**config.mk**
```make
export PLATFORM = sky130hd
export DESIGN_NAME = tmdsrg_regs
export DESIGN_NICKNAME = d
export VERILOG_FILES = /design/src/rtl/tmdsrg_pkg.sv /design/src/rtl/tmdsrg_regs.sv
export SDC_FILE = /design/constraint.sdc
export NUM_CORES = 1
export LEC_CHECK = 0
export BUFFER_PORTS_ARGS = -buffer_cell sky130_fd_sc_hd__clkbuf_2
export CORE_MARGIN = 3
export CORE_UTILIZATION = 40
export CTS_CLUSTER_DIAMETER = 80
export DETAILED_ROUTE_END_ITERATION = 16
export PLACE_DENSITY_LB_ADDON = 0.1
export SLEW_MARGIN = 30
export SYNTH_ARGS = -nofsm -noshare
export SYNTH_HDL_FRONTEND = slang
export SYNTH_SLANG_ARGS = --single-unit
```
**constraint.sdc**
```tcl
create_clock -name core_clk -period 1.9 [get_ports core_clk]
set_clock_uncertainty 0.15 [all_clocks]
set_input_delay 0.095 -clock core_clk [delete_from_list [all_inputs] [get_ports core_clk]]
set_output_delay 0.095 -clock core_clk [all_outputs]
set_load 0.005 [all_outputs]
```
**src/rtl/tmdsrg_pkg.sv**
```systemverilog
package tmdsrg_pkg;
  // register addresses
  localparam logic [7:0] ADDR_CHAN_CTRL  = 8'h02;
  localparam logic [7:0] ADDR_TERM_SEL   = 8'h04;
  localparam logic [7:0] ADDR_OUT_OPT    = 8'h05;
  localparam logic [7:0] ADDR_DRIVE      = 8'h06;
  localparam logic [7:0] ADDR_EQ_AB      = 8'h07;
  localparam logic [7:0] ADDR_EQ_CD      = 8'h08;
  localparam logic [7:0] ADDR_PATGEN     = 8'h09;
  localparam logic [7:0] ADDR_ERR_LINK0  = 8'h0a;
  localparam logic [7:0] ADDR_ERR_LINK2  = 8'h0c;
  localparam logic [7:0] ADDR_LOOP_BW    = 8'h10;
  // reset values, then the error count saturation value
  localparam logic [7:0] RST_TERM_SEL    = 8'h00;
  localparam logic [7:0] RST_OUT_OPT     = 8'h00;
  localparam logic [7:0] RST_DRIVE       = 8'h00;
  localparam logic [7:0] RST_EQ          = 8'hcc;
  localparam logic [7:0] RST_PATGEN      = 8'h00;
  localparam logic [7:0] RST_LOOP_BW     = 8'h10;
  localparam logic [7:0] ERR_SAT         = 8'hff;
  // output option bit positions
  localparam int OPT_CLK_TRI  = 0;
  localparam int OPT_DATA_TRI = 1;
  localparam int OPT_INVERT   = 2;
  localparam int OPT_REVERSE  = 3;
  // pattern generator fields
  localparam int PAT_ERR_EN   = 2;
  localparam logic [1:0] MODE_NORMAL = 2'h0;
  localparam logic [1:0] MODE_PRBS7  = 2'h1;
  localparam logic [1:0] MODE_LOWTOG = 2'h2;
  localparam logic [1:0] MODE_HITOG  = 2'h3;
  localparam logic [9:0] LOWTOG_WORD = 10'h01f; // 0000011111, sent msb first
  localparam logic [3:0] LOWTOG_LAST = 4'h9;
  localparam logic [6:0] PRBS_SEED   = 7'h7f;
endpackage

```
**src/rtl/tmdsrg_regs.sv**
```systemverilog
`timescale 1ns/1ps
module tmdsrg_regs #(
  parameter int LANES = 3
) (
  input  wire logic             core_clk,
  input  wire logic             nrst,
  input  wire logic             reg_wr,
  input  wire logic             reg_rd,
  input  wire logic [7:0]       reg_addr,
  input  wire logic [7:0]       reg_wdata,
  output logic      [7:0]       reg_rdata,
  input  wire logic [1:0]       sel_chan,
  input  wire logic [LANES-1:0] rx_data,
  output logic      [LANES-1:0] tx_data_p,
  output logic      [LANES-1:0] tx_data_n,
  output logic                  tx_data_oe_n,
  output logic                  tx_clk_p,
  output logic                  tx_clk_n,
  output logic                  tx_clk_oe_n,
  output logic      [LANES-1:0] preemph_on,
  output logic      [3:0]       data_term_sel,
  output logic      [3:0]       clk_term_sel,
  output logic      [3:0]       drive_code,
  output logic      [3:0]       preemph_code,
  output logic      [15:0]      eq_gain,
  output logic      [1:0]       loop_bw_sel
);

  logic [7:0]       term_r;
  logic [7:0]       opt_r;
  logic [7:0]       drive_r;
  logic [7:0]       eq_ab_r;
  logic [7:0]       eq_cd_r;
  logic [7:0]       pat_r;
  logic [7:0]       bw_r;
  logic [7:0]       err_r [LANES];
  logic [LANES-1:0] rx_meta_r;
  logic [LANES-1:0] rx_sync_r;
  logic [LANES-1:0] mismatch;
  logic [6:0]       gen_r;
  logic [3:0]       tog_cnt_r;
  logic             hitog_r;
  logic [LANES-1:0] pat_bits;
  logic [LANES-1:0] ordered;
  logic [LANES-1:0] line_r;
  logic [LANES-1:0] prev_r;
  logic             clk_out_r;
  logic [7:0]       rd_val;
  logic [1:0]       mode;
  logic             err_en;

  assign mode   = pat_r[1:0];
  assign err_en = pat_r[tmdsrg_pkg::PAT_ERR_EN];

  // configuration writes; reserved loop bandwidth bits are stored as written
  // host register writes
  always_ff @(posedge core_clk or negedge nrst) begin
    if (!nrst) begin
      term_r  <= tmdsrg_pkg::RST_TERM_SEL;
      opt_r   <= tmdsrg_pkg::RST_OUT_OPT;
      drive_r <= tmdsrg_pkg::RST_DRIVE;
      eq_ab_r <= tmdsrg_pkg::RST_EQ;
      eq_cd_r <= tmdsrg_pkg::RST_EQ;
      pat_r   <= tmdsrg_pkg::RST_PATGEN;
      bw_r    <= tmdsrg_pkg::RST_LOOP_BW;
    end else if (reg_wr) begin
      case (reg_addr)
        tmdsrg_pkg::ADDR_TERM_SEL: term_r  <= reg_wdata;
        tmdsrg_pkg::ADDR_OUT_OPT:  opt_r   <= {4'h0, reg_wdata[3:0]};
        tmdsrg_pkg::ADDR_DRIVE:    drive_r <= reg_wdata;
        tmdsrg_pkg::ADDR_EQ_AB:    eq_ab_r <= reg_wdata;
        tmdsrg_pkg::ADDR_EQ_CD:    eq_cd_r <= reg_wdata;
        tmdsrg_pkg::ADDR_PATGEN:   pat_r   <= {5'h00, reg_wdata[2:0]};
        tmdsrg_pkg::ADDR_LOOP_BW:  bw_r    <= reg_wdata;
        default: ;
      endcase
    end
  end

  // analog trims leave the block as plain levels straight from the registers
  // termination, drive, equalizer and loop bandwidth selects
  assign data_term_sel = term_r[3:0];
  assign clk_term_sel  = term_r[7:4];
  assign drive_code    = drive_r[3:0];
  assign preemph_code  = drive_r[7:4];
  assign eq_gain       = {eq_cd_r, eq_ab_r};
  assign loop_bw_sel   = bw_r[1:0];

  // read mux; unmapped addresses read zero
  always_comb begin
    rd_val = 8'h00;
    case (reg_addr)
      tmdsrg_pkg::ADDR_CHAN_CTRL: rd_val = {6'h00, sel_chan};
      tmdsrg_pkg::ADDR_TERM_SEL:  rd_val = term_r;
      tmdsrg_pkg::ADDR_OUT_OPT:   rd_val = opt_r;
      tmdsrg_pkg::ADDR_DRIVE:     rd_val = drive_r;
      tmdsrg_pkg::ADDR_EQ_AB:     rd_val = eq_ab_r;
      tmdsrg_pkg::ADDR_EQ_CD:     rd_val = eq_cd_r;
      tmdsrg_pkg::ADDR_PATGEN:    rd_val = pat_r;
      tmdsrg_pkg::ADDR_LOOP_BW:   rd_val = bw_r;
      default: begin
        if (reg_addr >= tmdsrg_pkg::ADDR_ERR_LINK0 && reg_addr <= tmdsrg_pkg::ADDR_ERR_LINK2)
          rd_val = err_r[2'(reg_addr - tmdsrg_pkg::ADDR_ERR_LINK0)];
      end
    endcase
  end

  // read data is captured one edge after the strobe
  // registered read data for every address
  always_ff @(posedge core_clk or negedge nrst) begin
    if (!nrst)
      reg_rdata <= 8'h00;
    else if (reg_rd)
      reg_rdata <= rd_val;
  end

  // recovered lane bits come from the cdr domain, so two flops first
  // retime onto pixel clock
  always_ff @(posedge core_clk or negedge nrst) begin
    if (!nrst) begin
      rx_meta_r <= '0;
      rx_sync_r <= '0;
    end else begin
      rx_meta_r <= rx_data;
      rx_sync_r <= rx_meta_r;
    end
  end

  // per lane self-synchronising checker and its saturating count
  genvar g;
  generate
    for (g = 0; g < LANES; g++) begin : g_lane
      logic [6:0] chk_r;
      assign mismatch[g] = rx_sync_r[g] != (chk_r[6] ^ chk_r[5]);
      always_ff @(posedge core_clk or negedge nrst) begin
        if (!nrst)
          chk_r <= tmdsrg_pkg::PRBS_SEED;
        else
          chk_r <= {chk_r[5:0], rx_sync_r[g]};
      end
      // an error in the clearing cycle is kept, so the count restarts at one
      // clear after read
      always_ff @(posedge core_clk or negedge nrst) begin
        if (!nrst)
          err_r[g] <= 8'h00;
        else if (reg_rd && reg_addr == tmdsrg_pkg::ADDR_ERR_LINK0 + 8'(g))
          err_r[g] <= {7'h00, err_en && mismatch[g]};
        else if (err_en && mismatch[g] && err_r[g] != tmdsrg_pkg::ERR_SAT)
          err_r[g] <= err_r[g] + 8'h01;
      end
    end
  endgenerate

  // pattern sources run freely so a mode change starts mid sequence
  // pattern generators
  always_ff @(posedge core_clk or negedge nrst) begin
    if (!nrst) begin
      gen_r     <= tmdsrg_pkg::PRBS_SEED;
      tog_cnt_r <= 4'h0;
      hitog_r   <= 1'b0;
    end else begin
      gen_r     <= {gen_r[5:0], gen_r[6] ^ gen_r[5]};
      tog_cnt_r <= (tog_cnt_r == tmdsrg_pkg::LOWTOG_LAST) ? 4'h0 : tog_cnt_r + 4'h1;
      hitog_r   <= ~hitog_r;
    end
  end

  // source select then lane order; all lanes carry the same test pattern
  always_comb begin
    case (mode)
      tmdsrg_pkg::MODE_NORMAL: pat_bits = rx_sync_r;
      tmdsrg_pkg::MODE_PRBS7:  pat_bits = {LANES{gen_r[6] ^ gen_r[5]}};
      tmdsrg_pkg::MODE_LOWTOG: pat_bits = {LANES{tmdsrg_pkg::LOWTOG_WORD[tmdsrg_pkg::LOWTOG_LAST - tog_cnt_r]}};
      tmdsrg_pkg::MODE_HITOG:  pat_bits = {LANES{hitog_r}};
      default:                 pat_bits = rx_sync_r;
    endcase
    ordered = pat_bits;
    if (opt_r[tmdsrg_pkg::OPT_REVERSE]) begin
      ordered[0] = pat_bits[2];
      ordered[2] = pat_bits[0];
    end
  end

  // output stage flops; prev_r lets the driver boost after each transition
  always_ff @(posedge core_clk or negedge nrst) begin
    if (!nrst) begin
      line_r    <= '0;
      prev_r    <= '0;
      clk_out_r <= 1'b0;
    end else begin
      line_r    <= ordered;
      prev_r    <= line_r;
      clk_out_r <= ~clk_out_r;
    end
  end

  assign tx_data_p    = opt_r[tmdsrg_pkg::OPT_INVERT] ? ~line_r : line_r;
  assign tx_data_n    = ~tx_data_p;
  assign preemph_on   = (line_r ^ prev_r) & {LANES{preemph_code != 4'h0}};
  // forwarded clock keeps its polarity whatever the invert bit says
  assign tx_clk_p     = clk_out_r;
  assign tx_clk_n     = ~clk_out_r;
  assign tx_clk_oe_n  = opt_r[tmdsrg_pkg::OPT_CLK_TRI];
  assign tx_data_oe_n = opt_r[tmdsrg_pkg::OPT_DATA_TRI];
endmodule
```
==> impl_metrics.yaml, run 1 <==
status:
  status: "complete, but fails checks"
  violations: "setup timing"
worst_setup_path:
  r2r-end: "reg_rdata[1]"
  endpoint_kind: "flip-flop"
  worstPathRequired_ns: 2.03
  ff2ff_path_depth: 5
  reg2reg_from: "opt_r[1]"
  r2r_slack_ns: -0.10
  critical_path.max_fanout: 2
  setup.worst_path.end: "reg_rdata[1]"
  start_kind: "flip-flop"
  critical_path_arrival_ns: 2.14
  crit_type: "reg -> reg"
  cp-startpoint: "opt_r[1]"
clocking:
  clock-sinks: 125
  htree_levels: 4
  numCtsBuffers: 17
  cts-root-buf: "clkbuf_16"
  clk_pin_slew_ns: 0.05
  cts_tree: "built"
  clockBufferDepth: 2
  clock_latency_ns: 0.41
detailed_routing:
  vias_per_cell: 5.23
  drcViolationCount: 0
  routed_wl_mm: 14.0
  antenna_left: 0
  detail_route.first_pass.iterations: 4
  drt_iter0_markers: 283
  vias: 4128
  wl_per_cell_um: 17.7
power:
  leakagePower_nw: 3.37
  max-vdd-ir-drop_mv: 0.835
  p_per_area_nw_per_um2: 1060
  totalPowerFinal_mw: 7.70
grt:
  grt_antenna_before_repair: 0
  grt_pass1_wl_mm: 22.8
  grt_pass1_vias: 4281
  grt_max_degree: 58
  overflow: 0
  grt_use_total_pct: 18.6
floorplanning:
  die_h_um: 126
  dieArea_sq_um: 15800
  ios: 80
  die_x_um: 126
  core_area_sq_um: 13900
  initial_utilization_pct: 41.1
  num_rows: 43
timing:
  finalHoldViolCount: 0
  max_slew_margin_pct: 55.1
  min_period_ns: 2.00
  setup_ws_ns: -0.101
  setup_viol: 2
  rsz0062_at_grt: "yes"
  period_share_pct: 105
  tns_ns: -0.115
  max_freq_ghz: 0.500
  worstMarginPinSlew_ns: 0.668
  slew_viol_final: 0
place:
  globalplace.congestion: 0.842
  dp_hpwl_mm: 10.2
  port_buffers: 79
layout:
  drive_gt1_share_pct: 41.5
  area_growth_pct: 27.4
  n_antenna_cell: 0
  final.fill_count: 1235
  final_nets: 628
yosys:
  async_flop_share_pct: 100
  synth_edf_count: 0
  netlist_instances: 469
  synth-seq-area-share_pct: 55.4
  yosys-top-cells-count: "dfrtp_1, mux2_2, dfstp_2"
  synthTopCellsByArea: "dfrtp_1, dfstp_2, mux2_2"
  ys_warn_count: 0
  ys_types: 60
  syn-cell-area_sq_um: 5730
  yosysTopAreaCell: "dfrtp_1"
  synth_fp_nets: 501
  synth_seq_cells: 125
  synth_top_area_share_pct: 38.4
  synth_area_per_cell_sq_um: 12.2
  yosysMostFrequentCell: "dfrtp_1"
  synth_ff_type: "dfrtp_1"
hold_path:
  hold_path.class: "in -> async"
run:
  drv_cap: 0
==> metrics by stage <==
stage               hold WS (ns)  cells  worst slack [ns]  instance area (sq um)  util, %
global route              0.0416    789           -0.0935                   7300     52.4
global placement          -0.102    741           -0.0959                   6540     46.9
floorplan                 -0.351    469            0.0492                   5730        -
finish                    0.0263    789            -0.101                   7300     52.4
CTS                       0.0205    787           -0.0558                   7270     52.2
detailed placement        -0.101    741            -0.119                   6540     46.9
==> kinds of logic after synthesis <==
kind of cell / count (synthesis) / share of synthesized area [%]
AO/OA/AOI/OAI: 73 / 8.93
flip-flops: 125 / 55.4
adder cells (fa/ha/maj): 7 / 1.53
multiplexers: 64 / 12.8
buffers and inverters: 34 / 2.93
XOR/XNOR: 29 / 5.18
AND/OR/NAND/NOR: 137 / 13.2
==> where the power goes <==
part | leakage (nW) | switching (mW) | total [mW] | internal, mW
Sequential | 1.47 | 0.363 | 3.36 | 2.99
Clock | 0.285 | 1.12 | 3.14 | 2.02
Combinational | 1.61 | 0.644 | 1.20 | 0.558
==> worst max-delay path, cell delays in order (launching register included) <==
cell	delay [ns]
dfrtp_1	0.39
mux2_4	0.28
a32o_1	0.20
a222oi_1	0.40
a31oi_1	0.18
a221o_1	0.29
==> cell type report <==
type	count	area (sq um)	share of cell area (%)
clock inverter	11	116	1.59
inverter	9	33.8	0.463
multi-input combinational	310	2400	32.9
tap	180	225	3.09
sequential	125	3180	43.5
timing repair buffer	133	873	12.0
clock buffer	21	470	6.45
==> placed cells by master, fill, tap and decap left out, types with 3 or more instances in the layout <==
master and instances:
nand3b_1 3, nand4_1 4, inv_1 9, ha_1 7, nand2b_1 3, o21ai_0 17, a32oi_1 4, nand3_1 18
or3_1 3, clkinvlp_4 3, nand2_1 32, xnor2_1 11, and3_1 7, a31oi_1 9, dfrtp_1 87, mux2_4 10
o21ai_1 3, mux2_2 42, clkinv_2 5, buf_12 3, buf_4 39, a21oi_1 7, clkbuf_2 78, a221o_1 5
clkbuf_16 17, nor2_1 32, and4_1 3, mux2i_1 12, clkbuf_8 3, dlygate4sd3_1 13, nor3_1 7, a22oi_1 6
dfstp_2 37, o211ai_1 4, a22o_1 7, xor2_1 15, nor2b_1 5
==> flip-flops by register name, summed over array words and instances, names as in the netlist <==
| register | flops |
|---|---|
| err_r | 24 |
| g_lane.chk_r | 21 |
| bw_r | 8 |
| drive_r | 8 |
| eq_ab_r | 8 |
| eq_cd_r | 8 |
| reg_rdata | 8 |
| term_r | 8 |
| gen_r | 7 |
| opt_r | 4 |
| tog_cnt_r | 4 |
| line_r | 3 |
| pat_r | 3 |
| prev_r | 3 |
| rx_meta_r | 3 |
| rx_sync_r | 3 |
| hitog_r | 1 |
| tx_clk_p | 1 |
==> worst min-delay path by stage <==
| stage | start | to | cells past startpoint |
|---|---|---|---|
| after floorplan | nrst | bw_r[0] | 0 |
| after global placement | nrst | opt_r[2] | 1 |
| after detailed placement | nrst | opt_r[2] | 1 |
| after CTS | nrst | opt_r[2] | 2 |
| after global routing | nrst | pat_r[2] | 2 |
| final | nrst | opt_r[2] | 2 |
==> layer usage <==
| layer | GRT usage (%) | wire length, um | vias to the layer above |
|---|---|---|---|
| met3 | 5.68 | 666 | 23 |
| met4 | 8.35 | 354 | 0 |
| met1 | 25.0 | 6470 | 2042 |
| met2 | 27.7 | 6500 | 108 |
| met5 | 0 | 0 | - |
| li1 | - | - | 1955 |
==> repair_timing <==
item,4_1_cts,5_1_grt
hold buffers,13,0
buffers inserted,1,2
hold endpoints to repair,163,0
pin swaps,3,5
setup endpoints to repair,2,8
resized for setup,1,6
Power figures use the tool's default switching activity.
==> run 2, diff against run 1 <==
Settings changed: MAX_ROUTING_LAYER from default to met4.
==> impl_metrics.yaml, run 2 (synthesis gave the netlist of run 1 again) <==
status:
  status: "complete, but fails checks"
  violations: "setup timing"
floorplanning:
  core_area_sq_um: 13900
  ios: 80
  initial_utilization_pct: 41.1
  die_x_um: 126
  num_rows: 43
  dieArea_sq_um: 15800
  die_h_um: 126
power:
  leakagePower_nw: 3.37
  p_per_area_nw_per_um2: 1060
  totalPowerFinal_mw: 7.71
  max-vdd-ir-drop_mv: 0.841
detailed_routing:
  antenna_left: 0
  highest_layer: "met4"
  wl_met1_mm: 6.51
  drt_iter0_markers: 290
  detail_route.first_pass.iterations: 5
  dr_wl_met2_mm: 6.52
  wl_per_cell_um: 17.7
  vias_per_cell: 5.20
  drcViolationCount: 0
  wl_met3_um: 635
  routed_wl_mm: 14.0
  vias: 4102
worst_setup_path:
  start_kind: "flip-flop"
  endpoint_kind: "flip-flop"
  crit_family: "compound AO/OA/AOI/OAI gates"
  worstPathRequired_ns: 2.04
  path_buf_inv: 0
  crit_type: "reg -> reg"
  critical_path.cell_chain: "mux2_4 -> a32o_1 -> a222oi_1 -> a31oi_1 -> a221o_1"
  crit_path_max_incr_delay_ns: 0.38
  critical_path.max_fanout: 2
  crit_slowest_cell: "dfrtp_1"
  critical_path_arrival_ns: 2.11
clocking:
  cts_tree: "built"
  clock-sinks: 125
  clock_latency_ns: 0.41
  htree_levels: 4
  clockBufferDepth: 2
  numCtsBuffers: 17
  clk_pin_slew_ns: 0.05
  cts-root-buf: "clkbuf_16"
grt:
  overflow: 0
  grt_pass1_wl_mm: 22.8
  grt_antenna_before_repair: 0
  grt_max_degree: 58
  grt_use_total_pct: 19.2
  grt_pass1_vias: 4285
timing:
  slew_viol_final: 0
  worstMarginPinSlew_ns: 0.664
  period_share_pct: 104
  setup_ws_ns: -0.0701
  max_slew_margin_pct: 55.4
  max_freq_ghz: 0.508
  setup_viol: 2
  finalHoldViolCount: 0
  min_period_ns: 1.97
  rsz0062_at_grt: "yes"
place:
  pre_cts_ws_ns: -0.119
  dp_hpwl_mm: 10.2
  globalplace.congestion: 0.855
  port_buffers: 79
hold_path:
  hold_path.class: "in -> async"
layout:
  final.fill_count: 1235
  multi_input_area_sq_um: 2400
  final_cell_mix: "dfrtp_1, clkbuf_2, mux2_2"
  layout_commonest_cell: "dfrtp_1"
  drive_gt1_share_pct: 41.5
  largest_register: "err_r"
  largest_reg_flops: 24
  n_antenna_cell: 0
  area_growth_pct: 27.4
  final_nets: 628
  top_regs: "err_r x24, g_lane.chk_r x21"
  register_area_sq_um: 3180
run:
  drv_cap: 0
==> run 2: cell counts in the layout (fill, tap and decap cells not counted) <==
No cell type changed its count.
==> run 2: path summary, 6_finish.rpt <==
| check | start | endpoint | slack [ns] | cells past startpoint |
|---|---|---|---|---|
| max | opt_r[1] | reg_rdata[1] | -0.07 | 5 |
| min in group core_clk | reg_addr[2] | err_r[1] | 0.11 | 3 |
| max in group asynchronous | nrst | eq_ab_r[6] | 0.90 | 3 |
| max reg2reg | opt_r[1] | reg_rdata[1] | -0.07 | 5 |
| min | nrst | opt_r[2] | 0.03 | 2 |
| min reg2reg | rx_meta_r[2] | rx_sync_r[2] | 0.20 | 0 |
==> run 2: final cells by class <==
class,instances,area share [%]
Clock inverter,11,1.59
Sequential cell,125,43.5
Tap cell,180,3.09
Clock buffer,21,6.45
Inverter,9,0.463
Timing Repair Buffer,133,12.0
Multi-Input combinational cell,310,32.9
==> run 2: where the power goes <==
part	internal, mW	total, mW	switching [mW]	leakage (nW)
combinational	0.558	1.20	0.642	1.61
sequential	2.99	3.36	0.364	1.47
clock	2.02	3.15	1.13	0.285
total	5.57	7.71	2.13	3.37
==> run 2: what timing repair did <==
item,4_1_cts,5_1_grt
hold endpoints to repair,163,0
setup buffers,1,2
pin swaps,3,5
hold buffers,13,0
resized for setup,1,6
endpoints found under the setup margin,2,8
gates cloned,0,0
==> run 2: routing by layer <==
metal  global-route usage (%)  up-vias
li1                         -     1956
met1                     25.4     2023
met2                     27.7      107
met3                     5.30       16
met4                     8.35        0
met5                        -        -
==> run 2: metrics by stage <==
stage	hold slack, ns	instance area [sq um]	setup TNS [ns]	instances	util (%)
final	0.0273	7300	-0.0863	789	52.4
after global routing	0.0402	7300	-0.167	789	52.4
after CTS	0.0205	7270	-0.0644	787	52.2
after detailed placement	-0.101	6540	-0.804	741	46.9
after global placement	-0.102	6540	-0.247	741	46.9
after floorplan	-0.351	5730	0	469	-
==> run 2: worst register-to-register path: cells and delay by family, from the launching register on <==
kind	cells	cell delay, ns
compound gates	4	1.02
flops	1	0.38
mux	1	0.28
==> run 3, diff against run 2 <==
Settings changed: CELL_PAD_IN_SITES_DETAIL_PLACEMENT from default to 1, CELL_PAD_IN_SITES_GLOBAL_PLACEMENT from default to 2, CORE_MARGIN 3 to 2, CORE_UTILIZATION 40 to 35, GPL_ROUTABILITY_DRIVEN from default to 0.
==> impl_metrics.yaml, run 3 (synthesis gave the netlist of run 1 again) <==
status:
  violations: "setup timing"
  status: "complete, but fails checks"
grt:
  grt-busiest-layer: "met2"
  overflow: 0
  grt_pass1_vias: 4594
  grt_max_degree: 59
  grt_use_total_pct: 20.1
  grt_pass1_wl_mm: 26.2
  met1_usage_pct: 26.9
  grt_use_met2_pct: 31.3
  grtUsageMet3_pct: 4.88
  grt_antenna_before_repair: 0
timing:
  worstMarginPinSlew_ns: 0.382
  rsz0062_at_grt: "yes"
  min_period_ns: 2.03
  slew_viol_final: 0
  max_slew_margin_pct: 74.3
  period_share_pct: 107
  max_freq_ghz: 0.493
  holdWs_ns: 0.109
  setup_viol: 2
  setup_ws_ns: -0.130
  finalHoldViolCount: 0
clocking:
  cts-root-buf: "clkbuf_16"
  clk_pin_slew_ns: 0.06
  clock_latency_ns: 0.41
  cts_tree: "built"
  numCtsBuffers: 17
  clock-sinks: 125
  htree_levels: 4
  clockBufferDepth: 2
worst_setup_path:
  critical_path.cell_chain: "mux2_4 -> a32o_1 -> a222oi_1 -> a31oi_1 -> a221o_1"
  start_kind: "flip-flop"
  crit_slowest_cell: "dfrtp_1"
  worstPathRequired_ns: 2.05
  critical_path.max_fanout: 2
  critical_path_arrival_ns: 2.18
  ff2ff_path_depth: 5
  crit_type: "reg -> reg"
  crit_path_max_incr_delay_ns: 0.41
  endpoint_kind: "flip-flop"
floorplanning:
  die_h_um: 132
  core_area_sq_um: 15900
  dieArea_sq_um: 17400
  ios: 80
  die_x_um: 132
  initial_utilization_pct: 35.9
  num_rows: 46
power:
  p_per_area_nw_per_um2: 1040
  leakagePower_nw: 3.42
  max-vdd-ir-drop_mv: 0.642
detailed_routing:
  vias: 4225
  routed_wl_mm: 16.1
  detail_route.first_pass.iterations: 4
  drcViolationCount: 0
  vias_per_cell: 5.02
  drt_iter0_markers: 161
  antenna_left: 0
  wl_per_cell_um: 19.1
place:
  dp.cells: 792
  port_buffers: 79
  dp_hpwl_mm: 11.6
layout:
  layout_commonest_cell: "dfrtp_1"
  final_cell_mix: "dfrtp_1, clkbuf_2, buf_4"
  largest_register: "err_r"
  final_cells: 841
  largest_reg_flops: 24
  drive_gt1_share_pct: 43.3
  area_growth_pct: 30.2
  top_regs: "err_r x24, g_lane.chk_r x21"
  final.fill_count: 1716
  final_nets: 643
  utilization_pct: 46.8
hold_path:
  hold_depth: 4
  hold_path.class: "in -> reg"
run:
  drv_cap: 0
## run 3: cell type report
type | count | area (sq um) | share of cell area (%)
antenna | 1 | 2.50 | 0.0336
clock buffer | 18 | 429 | 5.75
clock inverter | 14 | 136 | 1.83
inverter | 9 | 33.8 | 0.453
multi-input combinational | 310 | 2420 | 32.5
sequential | 125 | 3180 | 42.6
tap | 216 | 270 | 3.62
timing repair buffer | 148 | 988 | 13.3
## run 3: where the power goes
| part | switching [mW] | leakage, nW | total, mW | internal (mW) |
|---|---|---|---|---|
| combinational | 0.713 | 1.69 | 1.32 | 0.604 |
| clock | 1.29 | 0.262 | 3.11 | 1.82 |
| sequential | 0.364 | 1.47 | 3.36 | 2.99 |
## run 3: path summary, 6_finish.rpt
| check | endpoint | start | slack (ns) |
|---|---|---|---|
| worst max-delay path | reg_rdata[1] | opt_r[1] | -0.13 |
| worst min-delay path | reg_rdata[6] | reg_addr[2] | 0.11 |
| worst max register to register | reg_rdata[1] | opt_r[1] | -0.13 |
| worst min register to register | rx_sync_r[1] | rx_meta_r[1] | 0.20 |
| max in group asynchronous | rx_sync_r[2] | nrst | 0.79 |
| min in group asynchronous | g_lane[1].chk_r[3] | nrst | 0.12 |
## run 3: critical path, delay by kind of cell, from the launching register on
family	cells	cell delay (ns)
compound gates	4	1.07
flops	1	0.41
mux	1	0.29
## run 3: what timing repair did
action	CTS	global route
hold endpoints to repair	176	0
setup endpoints to repair	7	13
pin swaps	6	7
hold buffers	14	0
gates resized for setup	5	6
buffers inserted	2	0
## run 3: through the flow
stage | power, mW | instance area (sq um) | TNS (ns) | worst slack, ns
finish | 7.78 | 7460 | -0.170 | -0.130
global route | 8.25 | 7460 | -0.324 | -0.201
CTS | 7.87 | 7440 | -0.154 | -0.0928
detailed placement | 4.67 | 6700 | -0.816 | -0.0995
global placement | 4.63 | 6700 | -0.174 | -0.0645
floorplan | 4.10 | 5730 | 0 | 0.0492
## run 3: metal layers
metal | vias to the layer above | part of all wire (%)
met2 | 84 | 48
met4 | 0 | 0.57
met3 | 9 | 3.2
li1 | 1983 | -
met1 | 2149 | 48
met5 | - | 0
